`src/core/ccx_regs.vh`:
```
`ifndef CCX_REGS_VH
`define CCX_REGS_VH
// ****************************************
// Opcode upper-byte codes
// ****************************************
`define CCX_OP_CALL_REG   8'heb
`define CCX_OP_CALL_ABS   8'hec
`define CCX_OP_CALL_IND   8'hed
`define CCX_OP_CLR_REG    7'h01
`define CCX_OP_CLR_IND    7'h02
`define CCX_OP_CLR_POST   7'h03
`define CCX_OP_CLR_DISP   7'h04
`define CCX_OP_CMP_RR     7'h30
`define CCX_OP_CMP_IMM    7'h31
`define CCX_OP_CMP_DISP   7'h32
`define CCX_OP_CMP_POST   7'h33
`define CCX_OP_CMP_DD     7'h34
`define CCX_OP_BRANCH_IF_BIT_SET_HI  5'h1a
// ****************************************
// Flag positions in the condition flag register
// ****************************************
`define CCX_FLAG_Z        3
`define CCX_FLAG_N        2
`define CCX_FLAG_C        1
`define CCX_FLAG_V        0
// ****************************************
// Reset values and steps
// ****************************************
`define CCX_PC_RST        16'h0000
`define CCX_SP_RST        16'h0000
`define CCX_SP_STEP       16'h0002
`define CCX_RET_SHORT     17'h00002
`define CCX_RET_LONG      17'h00004
`define CCX_ZERO_REG      4'hf
`endif

```
`src/core/ccx_alu.v`:
```
`timescale 1ns/1ps
// ****************************************
// Compare subtractor: flags from dst - src at byte or word size
// ****************************************
module ccx_alu
(
  input  wire [15:0] dst,      // Destination operand
  input  wire [15:0] src,      // Source operand
  input  wire        byte_sz,  // High for byte compare
  output wire [3:0]  flags     // Z N C V
);
  wire [16:0] dw;             // Word difference with borrow
  wire [8:0]  db;             // Byte difference with borrow
  wire        zw;             // Word zero
  wire        zb;             // Byte zero
  wire        vw;             // Word signed underflow
  wire        vb;             // Byte signed underflow

  // Both widths computed; byte uses low bytes only
  assign dw = {1'b0, dst} - {1'b0, src};
  assign db = {1'b0, dst[7:0]} - {1'b0, src[7:0]};
  assign zw = (dw[15:0] == 16'h0000);
  assign zb = (db[7:0] == 8'h00);
  assign vw = (dst[15] ^ src[15]) & (dst[15] ^ dw[15]);
  assign vb = (dst[7] ^ src[7]) & (dst[7] ^ db[7]);
  // Z, N from bit 7 or 15, C borrow, V signed underflow
  assign flags = byte_sz ? {zb, db[7], db[8], vb} : {zw, dw[15], dw[16], vw};
endmodule // ccx_alu

```
`src/core/ccx_core.v`:
```
// Local design decisions: the register offsets and strobed register access.
`timescale 1ns/1ps
`include "ccx_regs.vh"
// How it works
// - Bit selector is opcode upper-byte low three bits
// - Call pushes return, bumps SP, loads PC
// - Return is opcode address plus 2/4, halved
// - Absolute target drives address lines A16-A1
// - Register call loads register into PC
// - Indirect call reads target word at reg+disp
// - Fetch address is PC shifted, A0 low
// - Call leaves all four flags alone
// - Clear writes zero; registers fully zeroed
// - Clear sets Z, clears N, V, keeps C
// - Post-increment clear bumps register by 1/2
// - Compare subtracts, updates flags, discards result
// - Flags: zero, sign bit, borrow, signed underflow
// - Byte compares use low bytes only
// - Same-register compare happens before increment
module ccx_core
(
  input  wire        clk_sys,   // System clock, 20 MHz
  input  wire        rstn,      // Asynchronous reset, active low
  output reg  [16:0] mem_addr,  // Byte address bus A16..A0
  output reg  [15:0] mem_wdata, // Write data
  output reg         mem_rd,    // Read strobe
  output reg         mem_wr,    // Write strobe
  output reg         mem_byte,  // Byte-sized access
  input  wire [15:0] mem_rdata, // Read data, sampled at the edge ending the mem_rd cycle
  output reg  [15:0] pc_q,      // Program counter, word address
  output reg  [15:0] sp_q,      // Stack pointer
  output reg  [3:0]  flags_q,   // Condition flag register Z N C V
  output reg  [2:0]  bit_sel_q, // Bit number for branch_if_bit_set
  output reg         busy_q     // Instruction in progress
);
  // ****************************************
  // States
  // ****************************************
  localparam [3:0] S_FETCH  = 4'h0;  // Fetch opcode word
  localparam [3:0] S_DEC    = 4'h1;  // Latch opcode word
  localparam [3:0] S_EXT1   = 4'h2;  // Fetch first extension word
  localparam [3:0] S_EXT1W  = 4'h3;  // Latch first extension word
  localparam [3:0] S_EXT2W  = 4'h4;  // Latch second extension word
  localparam [3:0] S_OPA    = 4'h5;  // Latch first memory operand, read second
  localparam [3:0] S_OPAW   = 4'h6;  // Latch first memory operand
  localparam [3:0] S_OPBW   = 4'h7;  // Latch second memory operand
  localparam [3:0] S_PUSH   = 4'h8;  // Push return address
  localparam [3:0] S_TGTW   = 4'h9;  // Latch indirect call target
  localparam [3:0] S_CLRW   = 4'ha;  // Write zero to memory

  reg [3:0]  st_q;              // Current state
  reg [15:0] gpr_q [0:15];      // General registers, entry 15 reads zero
  reg [15:0] op_q;              // Current opcode word
  reg [16:0] opa_q;             // Opcode byte address
  reg [15:0] ext1_q;            // First extension word
  reg [15:0] ext2_q;            // Second extension word
  reg [15:0] srcv_q;            // Latched source operand
  reg [15:0] dstv_q;            // Latched destination operand
  reg [16:0] ret_q;             // Return byte address
  wire [7:0] ohi;               // Opcode upper byte
  wire [3:0] rs;                // Source register field
  wire [3:0] rd;                // Destination register field
  wire       bsz;               // Byte size select
  wire [3:0] cmp_flags;         // Compare flags from subtractor
  integer    i;                 // Register reset index

  assign ohi = op_q[15:8];
  assign rs  = op_q[7:4];
  assign rd  = op_q[3:0];
  assign bsz = ohi[0];          // Odd upper byte means byte

  // ****************************************
  // Helpers
  // ****************************************
  // Register read with hard-wired zero register
  function [15:0] rreg;
    input [3:0] n;
    begin
      rreg = (n == `CCX_ZERO_REG) ? 16'h0000 : gpr_q[n];
    end
  endfunction

  // Word address to bus byte address, A0 forced low
  function [16:0] w2b;
    input [15:0] w;
    begin
      w2b = {w, 1'b0};
    end
  endfunction

  ccx_alu u_alu
  (
    .dst     (dstv_q),
    .src     (srcv_q),
    .byte_sz (bsz),
    .flags   (cmp_flags)
  );

  // ****************************************
  // Sequencer
  // ****************************************
  always @(posedge clk_sys or negedge rstn)
  begin
    if (!rstn)
    begin
      st_q      <= S_FETCH;
      pc_q      <= `CCX_PC_RST;
      sp_q      <= `CCX_SP_RST;
      flags_q   <= 4'h0;
      bit_sel_q <= 3'h0;
      busy_q    <= 1'b0;
      op_q      <= 16'h0000;
      opa_q     <= 17'h00000;
      ext1_q    <= 16'h0000;
      ext2_q    <= 16'h0000;
      srcv_q    <= 16'h0000;
      dstv_q    <= 16'h0000;
      ret_q     <= 17'h00000;
      mem_addr  <= 17'h00000;
      mem_wdata <= 16'h0000;
      mem_rd    <= 1'b0;
      mem_wr    <= 1'b0;
      mem_byte  <= 1'b0;
      for (i = 0; i < 16; i = i + 1)
        gpr_q[i] <= 16'h0000;
    end
    else
    begin
      mem_rd <= 1'b0;
      mem_wr <= 1'b0;
      case (st_q)
        S_FETCH:
        begin
          // Opcode fetch at PC word address
          mem_addr <= w2b(pc_q);
          mem_byte <= 1'b0;
          mem_rd   <= 1'b1;
          opa_q    <= w2b(pc_q);
          pc_q     <= pc_q + 16'h0001;
          busy_q   <= 1'b1;
          st_q     <= S_DEC;
        end
        S_DEC:
        begin
          // Opcode data arrives this cycle
          op_q <= mem_rdata;
          st_q <= S_EXT1;
        end
        S_EXT1:
        begin
          // Decode and fetch extension when needed
          if (ohi[7:3] == `CCX_OP_BRANCH_IF_BIT_SET_HI)
          begin
            bit_sel_q <= ohi[2:0];
            st_q      <= S_FETCH;
            busy_q    <= 1'b0;
          end
          else if (ohi == `CCX_OP_CALL_REG)
          begin
            ret_q <= opa_q + `CCX_RET_SHORT;
            st_q  <= S_PUSH;
          end
          else if (ohi == `CCX_OP_CALL_ABS || ohi == `CCX_OP_CALL_IND ||
                   ohi[7:1] == `CCX_OP_CLR_DISP || ohi[7:1] == `CCX_OP_CMP_IMM ||
                   ohi[7:1] == `CCX_OP_CMP_DISP || ohi[7:1] == `CCX_OP_CMP_DD)
          begin
            mem_addr <= w2b(pc_q);
            mem_byte <= 1'b0;
            mem_rd   <= 1'b1;
            pc_q     <= pc_q + 16'h0001;
            ret_q    <= opa_q + `CCX_RET_LONG;
            st_q     <= S_EXT1W;
          end
          else if (ohi[7:1] == `CCX_OP_CLR_REG)
          begin
            // Whole register zeroed even for byte size
            if (rd != `CCX_ZERO_REG)
              gpr_q[rd] <= rreg(`CCX_ZERO_REG);
            flags_q[`CCX_FLAG_Z] <= 1'b1;
            flags_q[`CCX_FLAG_N] <= 1'b0;
            flags_q[`CCX_FLAG_V] <= 1'b0;
            st_q   <= S_FETCH;
            busy_q <= 1'b0;
          end
          else if (ohi[7:1] == `CCX_OP_CLR_IND || ohi[7:1] == `CCX_OP_CLR_POST)
          begin
            mem_addr  <= {1'b0, rreg(rd)};
            st_q      <= S_CLRW;
          end
          else if (ohi[7:1] == `CCX_OP_CMP_RR)
          begin
            srcv_q <= rreg(rs);
            dstv_q <= rreg(rd);
            st_q   <= S_OPBW;
          end
          else if (ohi[7:1] == `CCX_OP_CMP_POST)
          begin
            // Operand read through unincremented register
            mem_addr <= {1'b0, rreg(rs)};
            mem_byte <= bsz;
            mem_rd   <= 1'b1;
            dstv_q   <= rreg(rd);
            st_q     <= S_OPAW;
          end
          else
          begin
            // Other opcodes belong elsewhere; skip
            st_q   <= S_FETCH;
            busy_q <= 1'b0;
          end
        end
        S_EXT1W:
        begin
          ext1_q <= mem_rdata;
          if (ohi == `CCX_OP_CALL_ABS || ohi == `CCX_OP_CALL_IND)
            st_q <= S_PUSH;
          else if (ohi[7:1] == `CCX_OP_CLR_DISP)
          begin
            mem_addr <= {1'b0, mem_rdata + rreg(rd)};
            st_q     <= S_CLRW;
          end
          else if (ohi[7:1] == `CCX_OP_CMP_IMM)
          begin
            srcv_q <= mem_rdata;
            dstv_q <= rreg(rd);
            st_q   <= S_OPBW;
          end
          else if (ohi[7:1] == `CCX_OP_CMP_DISP)
          begin
            mem_addr <= {1'b0, mem_rdata + rreg(rs)};
            mem_byte <= bsz;
            mem_rd   <= 1'b1;
            dstv_q   <= rreg(rd);
            st_q     <= S_OPAW;
          end
          else
          begin
            // Two-displacement compare: second word next
            mem_addr <= w2b(pc_q);
            mem_byte <= 1'b0;
            mem_rd   <= 1'b1;
            pc_q     <= pc_q + 16'h0001;
            st_q     <= S_EXT2W;
          end
        end
        S_EXT2W:
        begin
          ext2_q   <= mem_rdata;
          mem_addr <= {1'b0, ext1_q + rreg(rs)};
          mem_byte <= bsz;
          mem_rd   <= 1'b1;
          st_q     <= S_OPA;
        end
        S_OPA:
        begin
          // Source latched; read destination memory operand
          srcv_q   <= bsz ? {8'h00, mem_rdata[7:0]} : mem_rdata;
          mem_addr <= {1'b0, ext2_q + rreg(rd)};
          mem_rd   <= 1'b1;
          st_q     <= S_OPBW;
          dstv_q   <= 16'h0000;
          ret_q    <= 17'h1ffff;   // Marks destination pending
        end
        S_OPAW:
        begin
          srcv_q <= bsz ? {8'h00, mem_rdata[7:0]} : mem_rdata;
          st_q   <= S_OPBW;
        end
        S_OPBW:
        begin
          if (ohi[7:1] == `CCX_OP_CMP_DD && ret_q == 17'h1ffff)
          begin
            dstv_q <= bsz ? {8'h00, mem_rdata[7:0]} : mem_rdata;
            ret_q  <= 17'h00000;
          end
          else
          begin
            // Flags from difference, operands untouched
            flags_q <= cmp_flags;
            // Increment only after the compare
            if (ohi[7:1] == `CCX_OP_CMP_POST && rs != `CCX_ZERO_REG)
              gpr_q[rs] <= gpr_q[rs] + (bsz ? 16'h0001 : 16'h0002);
            st_q   <= S_FETCH;
            busy_q <= 1'b0;
          end
        end
        S_PUSH:
        begin
          // Push return word, bump SP; flags untouched
          mem_addr  <= {1'b0, sp_q};
          mem_wdata <= ret_q[16:1];
          mem_byte  <= 1'b0;
          mem_wr    <= 1'b1;
          sp_q      <= sp_q + `CCX_SP_STEP;
          if (ohi == `CCX_OP_CALL_REG)
          begin
            pc_q   <= rreg(rd);
            st_q   <= S_FETCH;
            busy_q <= 1'b0;
          end
          else if (ohi == `CCX_OP_CALL_ABS)
          begin
            pc_q   <= ext1_q;
            st_q   <= S_FETCH;
            busy_q <= 1'b0;
          end
          else
            st_q <= S_TGTW;
        end
        S_TGTW:
        begin
          // Issue the pointer read at disp + register
          if (!mem_rd)
          begin
            mem_addr <= {1'b0, ext1_q + rreg(rd)};
            mem_rd   <= 1'b1;
          end
          else
          begin
            pc_q   <= mem_rdata;
            st_q   <= S_FETCH;
            busy_q <= 1'b0;
          end
        end
        S_CLRW:
        begin
          // Zero to memory, then post-increment
          mem_wdata <= rreg(`CCX_ZERO_REG);
          mem_byte  <= bsz;
          mem_wr    <= 1'b1;
          if (ohi[7:1] == `CCX_OP_CLR_POST && rd != `CCX_ZERO_REG)
            gpr_q[rd] <= gpr_q[rd] + (bsz ? 16'h0001 : 16'h0002);
          flags_q[`CCX_FLAG_Z] <= 1'b1;
          flags_q[`CCX_FLAG_N] <= 1'b0;
          flags_q[`CCX_FLAG_V] <= 1'b0;
          st_q   <= S_FETCH;
          busy_q <= 1'b0;
        end
        default:
        begin
          st_q <= S_FETCH;
        end
      endcase
    end
  end
endmodule // ccx_core

```
`config.mk`:
```
export PLATFORM = sky130hd
export DESIGN_NAME = ccx_core
export DESIGN_NICKNAME = d
export VERILOG_FILES = /design/src/core/ccx_alu.v /design/src/core/ccx_core.v
export VERILOG_INCLUDE_DIRS = /design/src /design/src/core
export SDC_FILE = /design/constraint.sdc
export NUM_CORES = 2
export LEC_CHECK = 0
export BUFFER_PORTS_ARGS = -buffer_cell sky130_fd_sc_hd__buf_2
export CELL_PAD_IN_SITES_DETAIL_PLACEMENT = 1
export CELL_PAD_IN_SITES_GLOBAL_PLACEMENT = 1
export CORE_MARGIN = 2
export CORE_UTILIZATION = 30
export CTS_CLUSTER_DIAMETER = 30
export DETAILED_ROUTE_END_ITERATION = 10
export PLACE_DENSITY_LB_ADDON = 0.15
export SLEW_MARGIN = 40
export SYNTH_ARGS = -nofsm -noshare
export SYNTH_HDL_FRONTEND = slang
export SYNTH_HIERARCHICAL = 1
export SYNTH_SLANG_ARGS = --single-unit
```
`constraint.sdc`:
```
create_clock -name clk_sys -period 15.4 [get_ports clk_sys]
set_clock_uncertainty 0.05 [all_clocks]
set_input_delay 2.31 -clock clk_sys [delete_from_list [all_inputs] [get_ports clk_sys]]
set_output_delay 2.31 -clock clk_sys [all_outputs]
set_load 0.1 [all_outputs]
```
; After elaboration in Yosys (flattened, before gate mapping)
; Index checks and enable logic that the tools add are counted.
[totals]
reg_bits = 449
input_bits = 18
out_inout_bits = 76
[op_classes]
addsub = 13
order_cmp = 4
n_eq_ne = 64
n_mux = 143
bitwise = 11
n_reduce_logical = 40
[ops]
columns = cell, n
row1 = two-way mux 256 bit, 8
row2 = one-hot mux 256 bit (3 select lines), 1
row3 = two-way mux 16 bit, 40
row4 = bitwise mux 256 bit, 2
row5 = two-way mux 17 bit, 16
row6 = bitwise AND 256 bit, 1
row7 = inverter 256 bit, 1
row8 = binary-select mux 16 bit (select 4 bit), 2
row9 = demux 16 bit (select 4 bit), 2
row10 = one-hot mux 17 bit (7 select lines), 1
row11 = adder 16 bit, 6
row12 = one-hot mux 16 bit (5 select lines), 1
row13 = one-hot mux 16 bit (4 select lines), 1
row14 = two-way mux 4 bit, 14
row15 = one-hot mux 17 bit (3 select lines), 1
row16 = one-hot mux 16 bit (3 select lines), 1
row17 = != test 2 bit (second input constant), 20
row18 = two-way mux 1 bit, 38
row19 = one-hot mux 4 bit (9 select lines), 1
row20 = equality test 7 x 6 -> 1 bit (second input constant), 5
row21 = != test 3 bit (second input constant), 11
row22 = one-hot mux 16 bit (2 select lines), 1
row23 = AND reduction 10 bit, 3
row24 = != test 4 bit (second input constant), 7
row25 = 47 further kinds, 91

; Logic depth before layout (Yosys ltp)
[depth]
ltp_word = 13
mapped_depth = 26
mapped_depth_nobuf = 20

; Hierarchy
; Netlist, hierarchy kept.
[by_module_without_submodules]
columns = module, n_inst, cells_each, area_per_inst_um2
row1 = ccx_core, 1, 3778, 32597.5
row2 = ccx_alu, 1, 149, 1013.5

; Worst setup path after synthesis
; No wires, ideal clock.
[synth_path]
kind = register -> register
start = register op_q[4]
end = register mem_addr[15]
setup_ps = 121
arrival_ps = 5431
slack_ps = 9798
path_stages_with_launch = 26
path_buffers = 6
period_less_slack_ps = 5602
path_cell_list = dfrtp_1 buf_6 buf_6 buf_6 buf_6 buf_4 buf_1 mux4_2 mux4_2 inv_1 nor2_1 nand2_1 o21ai_0 ha_1 nand3_1 a21boi_0 o31a_1 nor4_1 a211o_1 a31oi_1 or4_1 nand4_1 xnor2_1 a221oi_1 o221ai_1 a22o_1
[synth_between]
elab_chain_cells = 13
word_cells_on_any_way = 20
cone_classes = add/sub: 2 / eq/ne: 1 / mux: 16 / bitwise: 1
[synth_rtl]
columns = item, line_no
row1 = "start, declared", ccx_core.v:53  ; reg [15:0] op_q;
row2 = "start signal, assigned", ccx_core.v:146  ; op_q <= mem_rdata;
row3 = inverter 4 -> 5 bit (not written as such), ccx_core.v:79  ; rreg = (n == `CCX_ZERO_REG) ? 16'h0000 : gpr_q[n];
row4 = binary-select mux 16 bit (select 4 bit), ccx_core.v:79
row5 = two-way mux 16 bit (not written as such) (2 in a row), ccx_core.v:79
row6 = two-way mux 16 bit (*), ccx_core.v:79
row7 = branches (longest 7 deep; another with adder 16 bit), --
row8 = one-hot mux 17 bit (7 select lines) (*), ccx_core.v:131  ; case (st_q)
row9 = "end signal, assigned", ccx_core.v:135  ; mem_addr <= w2b(pc_q);
row10 = "end signal, assigned", ccx_core.v:167  ; mem_addr <= w2b(pc_q);
row11 = "end signal, assigned", ccx_core.v:187  ; mem_addr <= {1'b0, rreg(rd)};
row12 = "end, declared", ccx_core.v:24  ; output reg [16:0] mem_addr,
; Every way passes the cells marked *. The select of a mux whose other input is x is not followed.
; A chain may end at the register's enable or synchronous reset.

; Worst setup path in the final report
; Ends and elaborated chain as after synthesis.

==> flow_summary.ini <==
[clock_tree]
path_clk_slew_ps = 40
cts_setup_buffers = 0
root_buffer = clkbuf_16
clockBufferDepth = 3
ctsResizeCount = 0
cts_buffers = 161
cts_tree = yes
clk_latency_ps = 780
h-tree-depth = 4
hold_buffers = 0
clock_sinks = 448

[detailed_routing]
routed-wl-met3_um = 15100
drt-met1-wl_um = 76600
ant_nets = 0
initialDrtViolationCount = 3464
wl_met2_um = 78500
drcViolationCount = 0
drt_wl_total_um = 178000
wire_per_inst_um = 31.9
vias_per_cell = 6.25
dr.pass1.iters = 8
vias = 34900
highest_layer = met5

[global_route]
antenna_found_initial = 7
grt_max_degree = 154
grt_overflow_total = 0
track_usage = 0.305
grt_pass1_vias = 34800
grt_pass1_wl_um = 258000

[pwr]
p_total_mw = 13.0
vdd_ir_drop_max_v = 0.000133
p_leak_nw = 16.7
pwr_density_cell_nw_per_um2 = 310

[finish]
stdcell_count = 5591
final_area_um2 = 41900
drive_above_1_share = 0.197
nets = 4051
filler_cell_count = 12900
seqCellArea_um2 = 11200
utilization = 0.378
area_delta_synth_final_pct = 24.7
multi_input_area_um2 = 21200

[critical_path]
path_max_fanout = 39
cp-end-kind = register
timing.critical_path.slowest_stage_cell = dfrtp_4
start_kind = register
cpMostUsedCell = nand2_1
cpLargestDelayFamily = compound AO/OA/AOI/OAI gates
arrival_ps = 6870
critical-path-max-stage-delay_ps = 720
cp_data_required_time_ps = 16000
path_buf_inv = 2
path_class = reg2reg
worstPathCellList = buf_12 -> buf_4 -> mux2i_1 -> mux4_2 -> a22oi_2 -> nand2_1 -> nand2_1 -> ha_1 -> a21oi_1 -> a21boi_0 -> o31a_1 -> nor4_1 -> a211o_1 -> a31oi_1 -> or4_1 -> nand4_1 -> xnor2_1 -> a221oi_1 -> o221ai_1 -> a22o_1

[placed_design]
io_buffer_count = 92
place.gp.congestion = 0.921
hpwl_um = 120000
placement.cell_area_um2 = 36000
dp_cells = 5285
pre_cts_slack_ps = 9110

[sta]
relSlewSlack = 0.300
post-route-period-util = 0.408
rsz0062_at_grt = false
slew_viol_final = 0
hold-worst-slack_ps = 340
hold_violations = 0
setup_ws_ps = 9120
layout_min_cycle_time_ps = 6280
finalSetupViolations = 0
tightest_slew_ps = 1050
setup-tns-final_ps = 0
fmax_mhz = 159

[run]
maxCapViolations = 0

[logic_synthesis]
ys_seq_area_frac = 0.334
yosys-top-cells-count = nor2_1 (471), a21oi_1 (468), dfrtp_1 (448), o21ai_0 (395), nand2_1 (357)
synth_top_area_share = 0.334
synth.cell_area_um2 = 33600
synth-seq-cells = 448
yosysTopAreaCell = dfrtp_1
synthCells = 3927
synth_edf_count = 0
synthFlopType = dfrtp_1
syn-num-nets = 4013
ys_warn_count = 6
ys_async_sr_fraction = 1.00
synthDistinctLibCells = 104
yosysMostFrequentCell = nor2_1
synth.avg_cell_area_um2 = 8.56
synth_area_leaders = dfrtp_1 (33%), mux4_2 (7.7%), a21oi_1 (7.0%), o21ai_0 (5.9%), nor2_1 (5.3%)

[hold_path]
min-delay-path-class = reg2reg

[die]
num_io_pins = 94
die_h_um = 339
die-area_um2 = 115000
rows = 122
core_um2 = 111000
initial_utilization = 0.303
die_w_um = 339

[run_status]
outcome = finished clean
## sequential cells by signal, indices dropped and copies added, names as in the netlist, 3 cells and up
register,cells
sp_q,15
srcv_q,16
mem_addr,17
op_q,16
ret_q,17
opa_q,16
dstv_q,16
pc_q,16
flags_q,4
mem_wdata,16
ext1_q,16
st_q,4
gpr_q,256
ext2_q,16
bit_sel_q,3
## final timing paths
check                           startpoint            to  slack (ps)  cells after the start
max in group asynchronous             rstn   mem_addr[1]       11940                      4
worst min-delay path             gpr_q[11]     gpr_q[11]         340                      0
worst max register to register     op_q[4]  mem_addr[15]        9120                     20
min in group asynchronous             rstn    gpr_q[111]        1500                      1
worst min register to register   gpr_q[11]     gpr_q[11]         340                      0
worst max-delay path               op_q[4]  mem_addr[15]        9120                     20
## where the power goes
part,internal [mW],switching (mW)
Sequential,1.62,0.623
Clock,2.38,1.03
Combinational,2.36,4.99
## area by class of cell
| cell class | instances | area share |
|---|---|---|
| inverters | 82 | 0.00734 |
| multi-input cells | 3066 | 0.507 |
| diodes | 1 | 0.0000597 |
| repair buffers | 206 | 0.0366 |
| clock inverters | 63 | 0.0227 |
| flip-flops and latches | 448 | 0.268 |
| well taps | 1488 | 0.0444 |
| clock buffers | 237 | 0.114 |
## layout by cell type (no fill, tap or decap), types with 20 or more instances in the layout
cell type and n:
a21oi_1 467, inv_1 80, nor2_1 449, a221oi_1 70, mux2_2 55, clkbuf_16 162
and3_1 25, a22oi_1 52, mux4_2 115, a211oi_1 122, ha_1 61, buf_4 95
a22o_1 51, nand2b_1 22, xnor2_1 83, clkinv_2 27, a222oi_1 24, mux2i_1 50
a31oi_1 26, or2_2 20, o22ai_1 44, nand2_1 344, nor3_1 38, dfrtp_1 439
o221ai_1 26, nand3_1 59, buf_2 91, clkbuf_8 45, xor2_1 37, clkbuf_1 30
nand4_1 21, o21ai_0 389
## routing by layer
layer,global-route usage,up-vias
met5,0,-
met3,0.0669,429
met2,0.464,1663
met4,0.125,6
met1,0.418,18000
li1,-,14800
## logic make-up (layout without fill, tap and decap cells)
logic type      count (synthesis)  count (layout)  synth area share
simple gates                 1137            1137             0.149
mux                           232             232             0.119
other cells                     1               2          0.000112
fa+ha+maj                      79              79            0.0303
compound gates               1481            1481             0.279
buf+inv                       413             588            0.0531
flops                         448             448             0.334
xor+xnor                      136             136            0.0361
No activity file was read; power rests on OpenSTA's default activity.
